<file path="src/rtl/core_state_pkg.sv">
/*
 holds the constants, mode codes and field positions of the core state block.
 assumes one core clock and that the decode logic drives one operation a cycle.
*/
// Operation
// - compact state picks halfword by pc bit 1
// - state switch keeps mode and registers
// - exchange branch operand bit 0 picks state
// - exception return restores compact state
// - exception enters wide state, links, vectors
// - big endian puts byte 0 on 31:24
// - little endian puts byte 0 on 7:0
// - endian follows coprocessor control bit
// - instruction width 32 wide, 16 compact
// - 31 general plus six status registers
// - sixteen visible registers, banks in privileged modes; system mode uses the unbanked user registers
// - branch with link copies r15 into r14
// - pc low bits read zero per state
// - fast mode banks r8 to r14
// - other exception modes bank r13, r14
// - status word holds flags and mode
// - mode changes by software or exceptions
// - seven legal five-bit mode codes
// - state bit shown on indicator output
// - compact sp, lr map to r13, r14
package core_state_pkg;
    localparam int NUM_GPR = 31;
    localparam int NUM_SAVED = 5;
    localparam logic [4:0] MODE_USER = 5'h10;
    localparam logic [4:0] MODE_FAST = 5'h11;
    localparam logic [4:0] MODE_IRQ = 5'h12;
    localparam logic [4:0] MODE_SUPER = 5'h13;
    localparam logic [4:0] MODE_ABORT = 5'h17;
    localparam logic [4:0] MODE_UNDEFINED = 5'h1B;
    localparam logic [4:0] MODE_SYSTEM = 5'h1F;
    localparam logic [4:0] PHYS_PC = 5'h1E;
    localparam logic [4:0] FAST_BASE = 5'h0F;
    localparam logic [4:0] IRQ_BASE = 5'h16;
    localparam logic [4:0] SUPER_BASE = 5'h18;
    localparam logic [4:0] ABORT_BASE = 5'h1A;
    localparam logic [4:0] UNDEFINED_BASE = 5'h1C;
    localparam logic [2:0] SAVED_FAST = 3'h0;
    localparam logic [2:0] SAVED_IRQ = 3'h1;
    localparam logic [2:0] SAVED_SUPER = 3'h2;
    localparam logic [2:0] SAVED_ABORT = 3'h3;
    localparam logic [2:0] SAVED_UNDEFINED = 3'h4;
    localparam int ST_FLAG_LSB = 28;
    localparam int ST_IRQ_OFF = 7;
    localparam int ST_FAST_OFF = 6;
    localparam int ST_COMPACT = 5;
    localparam int ST_MODE_LSB = 0;
    localparam logic [3:0] REG_LINK = 4'hE;
    localparam logic [3:0] REG_PC = 4'hF;
    localparam logic [31:0] RESET_STATUS = 32'h000000D3;
    localparam logic [31:0] RESET_VECTOR = 32'h00000000;
    localparam logic [1:0] SIZE_BYTE = 2'h0;
    localparam logic [1:0] SIZE_HALF = 2'h1;
    localparam logic [1:0] SIZE_WORD = 2'h2;
endpackage

</file>
<file path="src/rtl/core_state.sv">
/*
 banked register file, status words, state and mode control, fetch halfword
 select and data lane mapping of the core.
 assumes decode drives at most one of the state changing operations a cycle;
 priority is exception entry, exception return, exchange branch, link branch.
*/
`timescale 1ns/1ps
module core_state
    import core_state_pkg::*;
(
    input wire logic i_clk,
    input wire logic i_rst,
    input wire logic [3:0] i_rd_a_idx,
    input wire logic [3:0] i_rd_b_idx,
    input wire logic i_wr_en,
    input wire logic [3:0] i_wr_idx,
    input wire logic [31:0] i_wr_data,
    input wire logic i_pc_we,
    input wire logic [31:0] i_pc_value,
    input wire logic i_branch_exchange,
    input wire logic [31:0] i_exchange_operand,
    input wire logic i_branch_with_link,
    input wire logic [31:0] i_link_target,
    input wire logic i_exc_take,
    input wire logic [4:0] i_exc_mode,
    input wire logic [31:0] i_exc_vector,
    input wire logic i_exc_return,
    input wire logic [31:0] i_ret_addr,
    input wire logic i_status_we,
    input wire logic [31:0] i_status_data,
    input wire logic [31:0] i_fetch_word,
    input wire logic i_endian_big,
    input wire logic [1:0] i_mem_addr,
    input wire logic [1:0] i_mem_size,
    input wire logic [31:0] i_store_data,
    input wire logic [31:0] i_bus_rdata,
    output logic [31:0] o_rd_a_data,
    output logic [31:0] o_rd_b_data,
    output logic [31:0] o_pc,
    output logic [31:0] o_instr,
    output logic [31:0] o_current_status_word,
    output logic o_state_indicator_output,
    output logic o_privileged,
    output logic [31:0] o_bus_wdata,
    output logic [3:0] o_bus_be,
    output logic [31:0] o_load_data,
    output logic o_align_fault
);
    typedef struct packed {
        logic [NUM_GPR-1:0][31:0] gpr;
        logic [NUM_SAVED-1:0][31:0] saved;
        logic [31:0] cur;
        logic priv;
        logic [31:0] rd_a;
        logic [31:0] rd_b;
        logic [31:0] instr;
        logic [31:0] bus_wdata;
        logic [3:0] bus_be;
        logic [31:0] load_data;
        logic align_fault;
    } core_reg_t;

    core_reg_t st_r;
    core_reg_t st_nxt;
    logic [31:0] map_wdata;
    logic [3:0] map_be;
    logic [31:0] map_rdata;
    logic map_misaligned;

    function automatic logic mode_valid(input logic [4:0] m);
        mode_valid = (m == MODE_USER) || (m == MODE_FAST) || (m == MODE_IRQ) || (m == MODE_SUPER)
            || (m == MODE_ABORT) || (m == MODE_UNDEFINED) || (m == MODE_SYSTEM);
    endfunction

    function automatic logic has_saved(input logic [4:0] m);
        has_saved = mode_valid(m) && (m != MODE_USER) && (m != MODE_SYSTEM);
    endfunction

    function automatic logic [2:0] saved_idx(input logic [4:0] m);
        logic [2:0] s;
        s = SAVED_SUPER;
        unique case (m)
            MODE_FAST: s = SAVED_FAST;
            MODE_IRQ: s = SAVED_IRQ;
            MODE_ABORT: s = SAVED_ABORT;
            MODE_UNDEFINED: s = SAVED_UNDEFINED;
            default: s = SAVED_SUPER;
        endcase
        return s;
    endfunction

    // physical slot of a visible register; compact sp and lr use r13 and r14 here
    function automatic logic [4:0] bank_idx(input logic [4:0] m, input logic [3:0] r);
        logic [4:0] b;
        b = {1'b0, r};
        if (r == REG_PC)
            b = PHYS_PC;
        else if ((m == MODE_FAST) && (r >= 4'h8))
            b = FAST_BASE + {1'b0, r} - 5'h08;
        else if (r >= 4'hD)
        begin
            unique case (m)
                MODE_IRQ: b = IRQ_BASE + {4'h0, ~r[0]};
                MODE_SUPER: b = SUPER_BASE + {4'h0, ~r[0]};
                MODE_ABORT: b = ABORT_BASE + {4'h0, ~r[0]};
                MODE_UNDEFINED: b = UNDEFINED_BASE + {4'h0, ~r[0]};
                default: b = {1'b0, r};
            endcase
        end
        return b;
    endfunction

    function automatic logic [31:0] align_pc(input logic [31:0] a, input logic compact);
        align_pc = compact ? {a[31:1], 1'b0} : {a[31:2], 2'b00};
    endfunction

    byte_lane_map u_lanes (
        .i_big(i_endian_big),
        .i_addr(i_mem_addr),
        .i_size(i_mem_size),
        .i_wdata(i_store_data),
        .i_rdata(i_bus_rdata),
        .o_wdata(map_wdata),
        .o_be(map_be),
        .o_rdata(map_rdata),
        .o_misaligned(map_misaligned)
    );

    always_comb
    begin
        logic [4:0] mode;
        logic compact;
        logic [31:0] pc;
        logic [31:0] restored;
        logic half_hi;
        mode = st_r.cur[ST_MODE_LSB +: 5];
        compact = st_r.cur[ST_COMPACT];
        pc = st_r.gpr[PHYS_PC];
        restored = st_r.saved[saved_idx(mode)];
        half_hi = i_endian_big ? ~pc[1] : pc[1];
        st_nxt = st_r;
        if (i_exc_take && has_saved(i_exc_mode))
        begin
            st_nxt.saved[saved_idx(i_exc_mode)] = st_r.cur;
            st_nxt.gpr[bank_idx(i_exc_mode, REG_LINK)] = pc;
            st_nxt.cur[ST_MODE_LSB +: 5] = i_exc_mode;
            st_nxt.cur[ST_COMPACT] = 1'b0;
            st_nxt.cur[ST_IRQ_OFF] = 1'b1;
            if (i_exc_mode == MODE_FAST)
                st_nxt.cur[ST_FAST_OFF] = 1'b1;
            st_nxt.gpr[PHYS_PC] = align_pc(i_exc_vector, 1'b0);
        end
        else if (i_exc_return && has_saved(mode))
        begin
            st_nxt.cur = restored;
            st_nxt.gpr[PHYS_PC] = align_pc(i_ret_addr, restored[ST_COMPACT]);
        end
        else if (i_branch_exchange)
        begin
            st_nxt.cur[ST_COMPACT] = i_exchange_operand[0];
            st_nxt.gpr[PHYS_PC] = align_pc(i_exchange_operand, i_exchange_operand[0]);
        end
        else if (i_branch_with_link)
        begin
            st_nxt.gpr[bank_idx(mode, REG_LINK)] = pc;
            st_nxt.gpr[PHYS_PC] = align_pc(i_link_target, compact);
        end
        else
        begin
            if (i_status_we)
            begin
                st_nxt.cur[31:ST_FLAG_LSB] = i_status_data[31:ST_FLAG_LSB];
                if (st_r.priv && mode_valid(i_status_data[ST_MODE_LSB +: 5]))
                begin
                    st_nxt.cur[ST_IRQ_OFF] = i_status_data[ST_IRQ_OFF];
                    st_nxt.cur[ST_FAST_OFF] = i_status_data[ST_FAST_OFF];
                    st_nxt.cur[ST_MODE_LSB +: 5] = i_status_data[ST_MODE_LSB +: 5];
                end
            end
            if (i_pc_we)
                st_nxt.gpr[PHYS_PC] = align_pc(i_pc_value, compact);
            if (i_wr_en)
            begin
                if (i_wr_idx == REG_PC)
                    st_nxt.gpr[PHYS_PC] = align_pc(i_wr_data, compact);
                else
                    st_nxt.gpr[bank_idx(mode, i_wr_idx)] = i_wr_data;
            end
        end
        st_nxt.priv = st_nxt.cur[ST_MODE_LSB +: 5] != MODE_USER;
        st_nxt.rd_a = st_r.gpr[bank_idx(mode, i_rd_a_idx)];
        st_nxt.rd_b = st_r.gpr[bank_idx(mode, i_rd_b_idx)];
        if (compact)
            st_nxt.instr = {16'h0000, half_hi ? i_fetch_word[31:16] : i_fetch_word[15:0]};
        else
            st_nxt.instr = i_fetch_word;
        st_nxt.bus_wdata = map_wdata;
        st_nxt.bus_be = map_be;
        st_nxt.load_data = map_rdata;
        st_nxt.align_fault = map_misaligned;
    end

    always_ff @(posedge i_clk or posedge i_rst)
    begin
        if (i_rst)
        begin
            st_r <= '0;
            st_r.cur <= RESET_STATUS;
            st_r.gpr[PHYS_PC] <= RESET_VECTOR;
            st_r.priv <= 1'b1;
        end
        else
        begin
            st_r <= st_nxt;
        end
    end

    assign o_rd_a_data = st_r.rd_a;
    assign o_rd_b_data = st_r.rd_b;
    assign o_pc = st_r.gpr[PHYS_PC];
    assign o_instr = st_r.instr;
    assign o_current_status_word = st_r.cur;
    assign o_state_indicator_output = st_r.cur[ST_COMPACT];
    assign o_privileged = st_r.priv;
    assign o_bus_wdata = st_r.bus_wdata;
    assign o_bus_be = st_r.bus_be;
    assign o_load_data = st_r.load_data;
    assign o_align_fault = st_r.align_fault;

    a_exchange_state_pick: assert property (@(posedge i_clk) disable iff (i_rst)
        (i_branch_exchange && !i_exc_take && !i_exc_return)
        |=> (o_state_indicator_output == $past(i_exchange_operand[0])) && (o_pc[0] == 1'b0))
        else $error("exchange branch picked wrong state");

    a_switch_keeps_mode: assert property (@(posedge i_clk) disable iff (i_rst)
        (i_branch_exchange && !i_exc_take && !i_exc_return)
        |=> $stable(o_current_status_word[ST_MODE_LSB +: 5]) && $stable(st_r.gpr[14:0]))
        else $error("state switch changed mode or registers");

    a_exc_entry_wide: assert property (@(posedge i_clk) disable iff (i_rst)
        (i_exc_take && has_saved(i_exc_mode))
        |=> !o_state_indicator_output && (o_pc == {$past(i_exc_vector[31:2]), 2'b00})
        && (st_r.gpr[bank_idx($past(i_exc_mode), REG_LINK)] == $past(o_pc)))
        else $error("exception entry did not link and vector in wide state");

    a_exc_return_state: assert property (@(posedge i_clk) disable iff (i_rst)
        (i_exc_return && !i_exc_take && has_saved(o_current_status_word[4:0]))
        |=> (o_state_indicator_output == $past(st_r.saved[saved_idx(o_current_status_word[4:0])][ST_COMPACT])))
        else $error("exception return lost compact state");

    a_pc_low_zero: assert property (@(posedge i_clk) disable iff (i_rst)
        o_state_indicator_output ? (o_pc[0] == 1'b0) : (o_pc[1:0] == 2'b00))
        else $error("pc low bits not zero");

    a_mode_code_legal: assert property (@(posedge i_clk) disable iff (i_rst)
        mode_valid(o_current_status_word[ST_MODE_LSB +: 5]))
        else $error("illegal mode code held");

    a_fast_bank_private: assert property (@(posedge i_clk) disable iff (i_rst)
        (i_wr_en && (i_wr_idx == 4'h8) && (o_current_status_word[4:0] == MODE_FAST)
        && !i_exc_take && !i_exc_return && !i_branch_exchange && !i_branch_with_link)
        |=> $stable(st_r.gpr[8]) && (st_r.gpr[FAST_BASE] == $past(i_wr_data)))
        else $error("fast mode wrote the shared r8");

    a_link_copy_pc: assert property (@(posedge i_clk) disable iff (i_rst)
        (i_branch_with_link && !i_exc_take && !i_exc_return && !i_branch_exchange)
        ##1 (i_rd_a_idx == REG_LINK) && $stable(o_current_status_word[4:0])
        |=> o_rd_a_data == $past(o_pc, 2))
        else $error("link register did not receive pc");

    a_big_byte_lane: assert property (@(posedge i_clk) disable iff (i_rst)
        (i_endian_big && (i_mem_size == SIZE_BYTE) && (i_mem_addr == 2'h0))
        |=> (o_bus_be == 4'h8) && (o_load_data[7:0] == $past(i_bus_rdata[31:24])))
        else $error("big endian byte 0 not on top lane");

    a_little_byte_lane: assert property (@(posedge i_clk) disable iff (i_rst)
        (!i_endian_big && (i_mem_size == SIZE_BYTE) && (i_mem_addr == 2'h0))
        |=> (o_bus_be == 4'h1) && (o_load_data[7:0] == $past(i_bus_rdata[7:0])))
        else $error("little endian byte 0 not on bottom lane");

    a_compact_half_pick: assert property (@(posedge i_clk) disable iff (i_rst)
        (o_state_indicator_output && !i_endian_big && o_pc[1])
        |=> o_instr == {16'h0000, $past(i_fetch_word[31:16])})
        else $error("compact fetch picked wrong halfword");

    a_user_not_priv: assert property (@(posedge i_clk) disable iff (i_rst)
        o_privileged == (o_current_status_word[4:0] != MODE_USER))
        else $error("privilege flag disagrees with mode");

    a_reset_wide_super: assert property (@(posedge i_clk)
        i_rst |-> (o_current_status_word == RESET_STATUS) && (o_pc == RESET_VECTOR) && o_privileged)
        else $error("reset state not wide supervisor");

    a_entry_saves_word: assert property (@(posedge i_clk) disable iff (i_rst)
        (i_exc_take && has_saved(i_exc_mode))
        |=> st_r.saved[saved_idx($past(i_exc_mode))] == $past(o_current_status_word))
        else $error("exception entry lost the old status word");

    a_entry_sets_mode: assert property (@(posedge i_clk) disable iff (i_rst)
        (i_exc_take && has_saved(i_exc_mode))
        |=> (o_current_status_word[4:0] == $past(i_exc_mode)) && o_privileged)
        else $error("exception entry mode wrong");

    a_wide_full_word: assert property (@(posedge i_clk) disable iff (i_rst)
        !o_state_indicator_output
        |=> o_instr == $past(i_fetch_word))
        else $error("wide fetch not a full word");

    a_compact_half_width: assert property (@(posedge i_clk) disable iff (i_rst)
        o_state_indicator_output
        |=> o_instr[31:16] == 16'h0000)
        else $error("compact instruction wider than a halfword");

    a_big_half_pick: assert property (@(posedge i_clk) disable iff (i_rst)
        (o_state_indicator_output && i_endian_big && !o_pc[1])
        |=> o_instr == {16'h0000, $past(i_fetch_word[31:16])})
        else $error("big endian compact fetch picked wrong halfword");

    a_super_bank_private: assert property (@(posedge i_clk) disable iff (i_rst)
        (i_wr_en && (i_wr_idx == 4'hD) && (o_current_status_word[4:0] == MODE_SUPER)
        && !i_exc_take && !i_exc_return && !i_branch_exchange && !i_branch_with_link)
        |=> $stable(st_r.gpr[13]) && (st_r.gpr[SUPER_BASE] == $past(i_wr_data)))
        else $error("supervisor mode wrote the shared r13");

    a_pc_load_value: assert property (@(posedge i_clk) disable iff (i_rst)
        (i_pc_we && !i_wr_en && !i_exc_take && !i_exc_return && !i_branch_exchange && !i_branch_with_link)
        |=> o_pc[31:2] == $past(i_pc_value[31:2]))
        else $error("pc load lost address bits");

    a_link_keeps_status: assert property (@(posedge i_clk) disable iff (i_rst)
        (i_branch_with_link && !i_exc_take && !i_exc_return && !i_branch_exchange)
        |=> $stable(o_current_status_word) && (o_pc[31:2] == $past(i_link_target[31:2])))
        else $error("link branch changed status or missed target");

    a_word_align_fault: assert property (@(posedge i_clk) disable iff (i_rst)
        (i_mem_size == SIZE_WORD)
        |=> (o_align_fault == $past(|i_mem_addr)) && (o_bus_be == 4'hF))
        else $error("word access fault or lanes wrong");

    a_user_control_locked: assert property (@(posedge i_clk) disable iff (i_rst)
        (i_status_we && !o_privileged && !i_exc_take && !i_exc_return && !i_branch_exchange && !i_branch_with_link)
        |=> $stable(o_current_status_word[7:0]))
        else $error("user mode changed control bits");

    a_illegal_mode_kept: assert property (@(posedge i_clk) disable iff (i_rst)
        (i_status_we && !mode_valid(i_status_data[4:0]) && !i_exc_take && !i_exc_return && !i_branch_exchange
        && !i_branch_with_link) |=> $stable(o_current_status_word[7:0]))
        else $error("illegal mode code accepted");

    a_status_keeps_state: assert property (@(posedge i_clk) disable iff (i_rst)
        (i_status_we && !i_exc_take && !i_exc_return && !i_branch_exchange && !i_branch_with_link)
        |=> $stable(o_state_indicator_output))
        else $error("status write changed the state bit");
endmodule

</file>
<file path="src/rtl/byte_lane_map.sv">
/*
 maps byte, halfword and word accesses onto the four lanes of the data bus.
 assumes a 32-bit bus and an endian select from the system control coprocessor.
*/
`timescale 1ns/1ps
module byte_lane_map
    import core_state_pkg::*;
(
    input wire logic i_big,
    input wire logic [1:0] i_addr,
    input wire logic [1:0] i_size,
    input wire logic [31:0] i_wdata,
    input wire logic [31:0] i_rdata,
    output logic [31:0] o_wdata,
    output logic [3:0] o_be,
    output logic [31:0] o_rdata,
    output logic o_misaligned
);
    logic [1:0] lane;
    logic [31:0] shifted;
    always_comb
    begin
        lane = i_big ? ~i_addr : i_addr;
        shifted = i_rdata >> {lane, 3'b000};
        o_wdata = i_wdata;
        o_be = 4'hF;
        o_rdata = i_rdata;
        o_misaligned = 1'b0;
        if (i_size == SIZE_BYTE)
        begin
            o_wdata = {4{i_wdata[7:0]}};
            o_be = 4'h1 << lane;
            o_rdata = {24'h000000, shifted[7:0]};
        end
        else if (i_size == SIZE_HALF)
        begin
            lane = {lane[1], 1'b0};
            shifted = i_rdata >> {lane, 3'b000};
            o_wdata = {2{i_wdata[15:0]}};
            o_be = lane[1] ? 4'hC : 4'h3;
            o_rdata = {16'h0000, shifted[15:0]};
            o_misaligned = i_addr[0];
        end
        else
        begin
            o_misaligned = |i_addr;
        end
    end
endmodule

</file>
<file path="config.mk">
export PLATFORM = sky130hd
export DESIGN_NAME = core_state
export DESIGN_NICKNAME = d
export VERILOG_FILES = /design/src/rtl/core_state_pkg.sv /design/src/rtl/core_state.sv /design/src/rtl/byte_lane_map.sv
export SDC_FILE = /design/constraint.sdc
export NUM_CORES = 2
export LEC_CHECK = 0
export BUFFER_PORTS_ARGS = -buffer_cell sky130_fd_sc_hd__buf_2
export CORE_MARGIN = 2
export CORE_UTILIZATION = 45
export DETAILED_ROUTE_END_ITERATION = 8
export PLACE_DENSITY_LB_ADDON = 0.12
export SLEW_MARGIN = 20
export SYNTH_ARGS = -nofsm -noshare
export SYNTH_HDL_FRONTEND = slang
export SYNTH_HIERARCHICAL = 1
export SYNTH_SLANG_ARGS = --single-unit
export TNS_END_PERCENT = 100
</file>
<file path="constraint.sdc">
create_clock -name i_clk -period 44.5 [get_ports i_clk]
set_clock_uncertainty 0.15 [all_clocks]
set_input_delay 8.9 -clock i_clk [delete_from_list [all_inputs] [get_ports i_clk]]
set_output_delay 8.9 -clock i_clk [all_outputs]
set_load 0.02 [all_outputs]
</file>
==> impl_metrics.py <==
metrics = {
    "status": {
        "status": "finished clean",
    },
    "die": {
        "dieHeight_um": 416,
        "ios": 582,
        "core_area_um2": 169000,
        "rows": 151,
        "fp.dieW_um": 416,
        "start_util": 0.452,
        "die-area_um2": 173000,
    },
    "timing": {
        "holdWs_ns": 0.326,
        "maxSlewHeadroom": 0.132,
        "setup-tns-final_ns": 0,
        "setup_violations": 0,
        "rsz0062_at_grt": "no",
        "slew_violations": 0,
        "hold_viol_final": 0,
        "period_minus_slack_ns": 13.77,
        "period_share": 0.309,
        "tightestPinTransition_ns": 1.27,
        "max_freq_mhz": 72.6,
    },
    "grt": {
        "grt_first_pass_wirelength_um": 454000,
        "grt_max_degree": 177,
        "gr-total-overflow": 0,
        "grt_use_total": 0.352,
        "antenna_found_initial": 22,
        "grt_pass1_vias": 65341,
    },
    "setup_path": {
        "reg2regPathDepth": 11,
        "cp_max_fo": 43,
        "critPathArrivalTime_ns": 14.30,
        "crit_family": "buffers and inverters",
        "critPathMaxStageDelay_ns": 0.79,
        "worst_r2r_endpoint": "o_rd_a_data[7]",
        "worst_setup_path_end_kind": "register",
        "rrSetupSlack_ns": 38.17,
        "path_cells": "buf_6 -> inv_1 -> nor2_1 -> nand3_1 -> o211ai_1 -> buf_4 -> buf_4 -> buf_4 -> mux2i_1 -> mux2i_1 -> o22ai_1 -> nor4_1",
        "crit_type": "input port to register",
        "path_buf_inv": 5,
        "critPathLaunchType": "input port",
        "r2r_start": "o_current_status_word[1]",
        "cpMostUsedCell": "buf_4",
        "worst_ep_required_time_ns": 45.04,
        "crit_slowest_cell": "buf_4",
    },
    "cts": {
        "cts-root-buf": "clkbuf_16",
        "cts.reportedPaths.clkPinSlew_ns": 0.06,
        "cts_sinks": 1350,
        "cts_hold_buffers": 0,
        "clkLatencyLatePin_ns": 0.84,
        "htreeDepth": 4,
        "cts_made_buffers": 154,
        "cts_tree": "yes",
        "cts_resized": 0,
        "post_cts_buffers": 0,
        "clock_path_buffers": 3,
    },
    "route": {
        "via_count": 68545,
        "drt_pass1_iterations": 7,
        "wire_per_inst_um": 31.2,
        "route.layer.met1.wl_um": 124000,
        "antenna_left": 0,
        "postRouteWirelength_um": 314000,
        "wl_met3_um": 44000,
        "top_layer_used": "met5",
        "drtIter0Drc": 9760,
        "vias_per_cell": 6.80,
        "met2WireLength_um": 130000,
        "drcViolationCount": 0,
    },
    "synth": {
        "syn_avg_cell_area_um2": 9.77,
        "ys_seq_area_frac": 0.442,
        "async_flop_share": 1.00,
        "yosys_warnings": 6,
        "postSynthCellCount": 7827,
        "synth-main-ff-cell": "dfrtp_1",
        "synth_seq_cells": 1350,
        "syn_area_um2": 76500,
        "synthDistinctLibCells": 88,
        "synth.net_count": 8187,
        "synth_edf_count": 0,
    },
    "finish": {
        "multi_input_area_um2": 38300,
        "fillers": 15411,
        "fin_area_um2": 84800,
        "regArea_um2": 33800,
        "drive_gt1_frac": 0.206,
        "nets": 8098,
        "synthToLayoutAreaGrowth_pct": 10.9,
    },
    "run": {
        "drv_cap": 0,
    },
    "power_and_ir_drop": {
        "power_leakage_uw": 0.0383,
        "totalPowerFinal_uw": 4320,
        "vdd.ir_drop.worst_mv": 0.0488,
        "power_density_nw_per_um2": 51.0,
    },
    "place": {
        "portBuffers": 555,
        "place.gp.congestion": 0.941,
        "dp_hpwl_um": 192000,
        "placed_area_um2": 79500,
    },
    "min_path": {
        "hp-class": "register to register",
        "min_to": "st_r[307]",
        "hold_depth": 2,
        "holdCritStartpoint": "st_r[307]",
    },
}
## report_power, final
| part | total [uW] | internal, uW | switching, uW |
|---|---|---|---|
| clock network | 1340 | 780 | 559 |
| registers | 1540 | 1390 | 153 |
| logic | 1450 | 457 | 988 |
## worst reg2reg max path, delay by kind of cell (launching register included)
kind	cells	cell delay [ns]
buf+inv	3	1.87
simple gates	3	2.20
compound gates	5	1.12
flops	1	0.77
## flip-flops by register name, indices dropped and copies added (netlist names)
signal	count
st_r	1120
o_bus_wdata	32
o_current_status_word	32
o_instr	32
o_load_data	32
o_pc	32
o_rd_a_data	32
o_rd_b_data	32
o_bus_be	4
o_align_fault	1
o_privileged	1
## worst max path at each step
| stage | start | endpoint | slack (ns) | cells past startpoint |
|---|---|---|---|---|
| floorplan | i_rst | o_align_fault | 16.78 | 1 |
| global placement | i_rd_b_idx[0] | o_rd_b_data[6] | 30.17 | 14 |
| detailed placement | i_rd_b_idx[0] | o_rd_b_data[6] | 30.14 | 14 |
| CTS | i_rd_b_idx[0] | o_rd_b_data[6] | 31.02 | 14 |
| global route | i_rd_b_idx[2] | o_rd_b_data[22] | 30.83 | 12 |
| finish | i_rd_b_idx[2] | o_rd_b_data[22] | 30.73 | 12 |
## per-stage QoR
step,util,setup slack [ns],cells
after floorplan,-,16.78,7827
after global placement,0.470,30.17,9800
after detailed placement,0.470,30.14,9800
after CTS,0.501,31.02,10072
after global routing,0.501,30.83,10074
final,0.502,30.73,10078
## layer usage
layer,up-vias,global-route usage
li1,28657,-
met1,34409,0.469
met2,4530,0.494
met3,925,0.148
met4,24,0.160
met5,-,0.00695
## layout by cell type, fill, tap and decap left out, types with 68 or more instances in the layout
cell type / n
nand4_1: 74
nand3_1: 584
nor2_1: 116
nand2_1: 999
a21oi_1: 338
mux4_2: 68
buf_4: 212
dfrtp_1: 1344
o22ai_1: 129
a22oi_1: 291
a22o_1: 851
mux2_2: 329
mux2i_1: 493
o21ai_0: 524
clkbuf_16: 155
buf_2: 553
## kinds of logic after synthesis
group / Yosys count / share of synthesized area
compound gates: 2383 / 0.220
xor+xnor: 9 / 0.00152
fa+ha+maj: 9 / 0.00147
buf+inv: 1040 / 0.0658
flops: 1350 / 0.442
mux: 951 / 0.145
simple gates: 2085 / 0.124
## layout make-up
cell class | instances | area share
clock buffers | 213 | 0.0520
repair buffers | 775 | 0.0535
clock inverters | 59 | 0.0104
well taps | 2218 | 0.0327
diodes | 6 | 0.000177
inverters | 20 | 0.000930
flip-flops and latches | 1350 | 0.398
multi-input cells | 5437 | 0.452
## cells in the mapped netlist, types with 6 or more instances
cell type	n	area, um^2
dfrtp_1	1344	33600
nand2_1	1003	3760
a22o_1	853	7470
clkbuf_1	607	2280
nand3_1	589	2950
o21ai_0	525	2630
mux2i_1	493	4930
a21oi_1	342	1710
mux2_2	330	3720
a22oi_1	291	2180
buf_4	244	1830
nor2_1	148	556
o22ai_1	129	807
buf_2	109	546
nand4_1	74	463
mux4_2	68	1530
nor4_1	67	419
and3_1	66	413
mux2_4	60	901
and2_1	59	369
buf_1	50	188
a2111oi_0	32	280
a221o_1	32	320
a211oi_1	31	233
o21ai_1	29	145
a311oi_1	24	210
nor2b_1	22	138
inv_1	19	71.3
a32o_1	18	180
nor3_1	16	80.1
a21o_1	14	105
buf_6	10	113
a31oi_1	9	56.3
ha_1	9	113
nand3b_1	7	52.6
dfstp_2	6	158
Power figures use the tool's default switching activity.
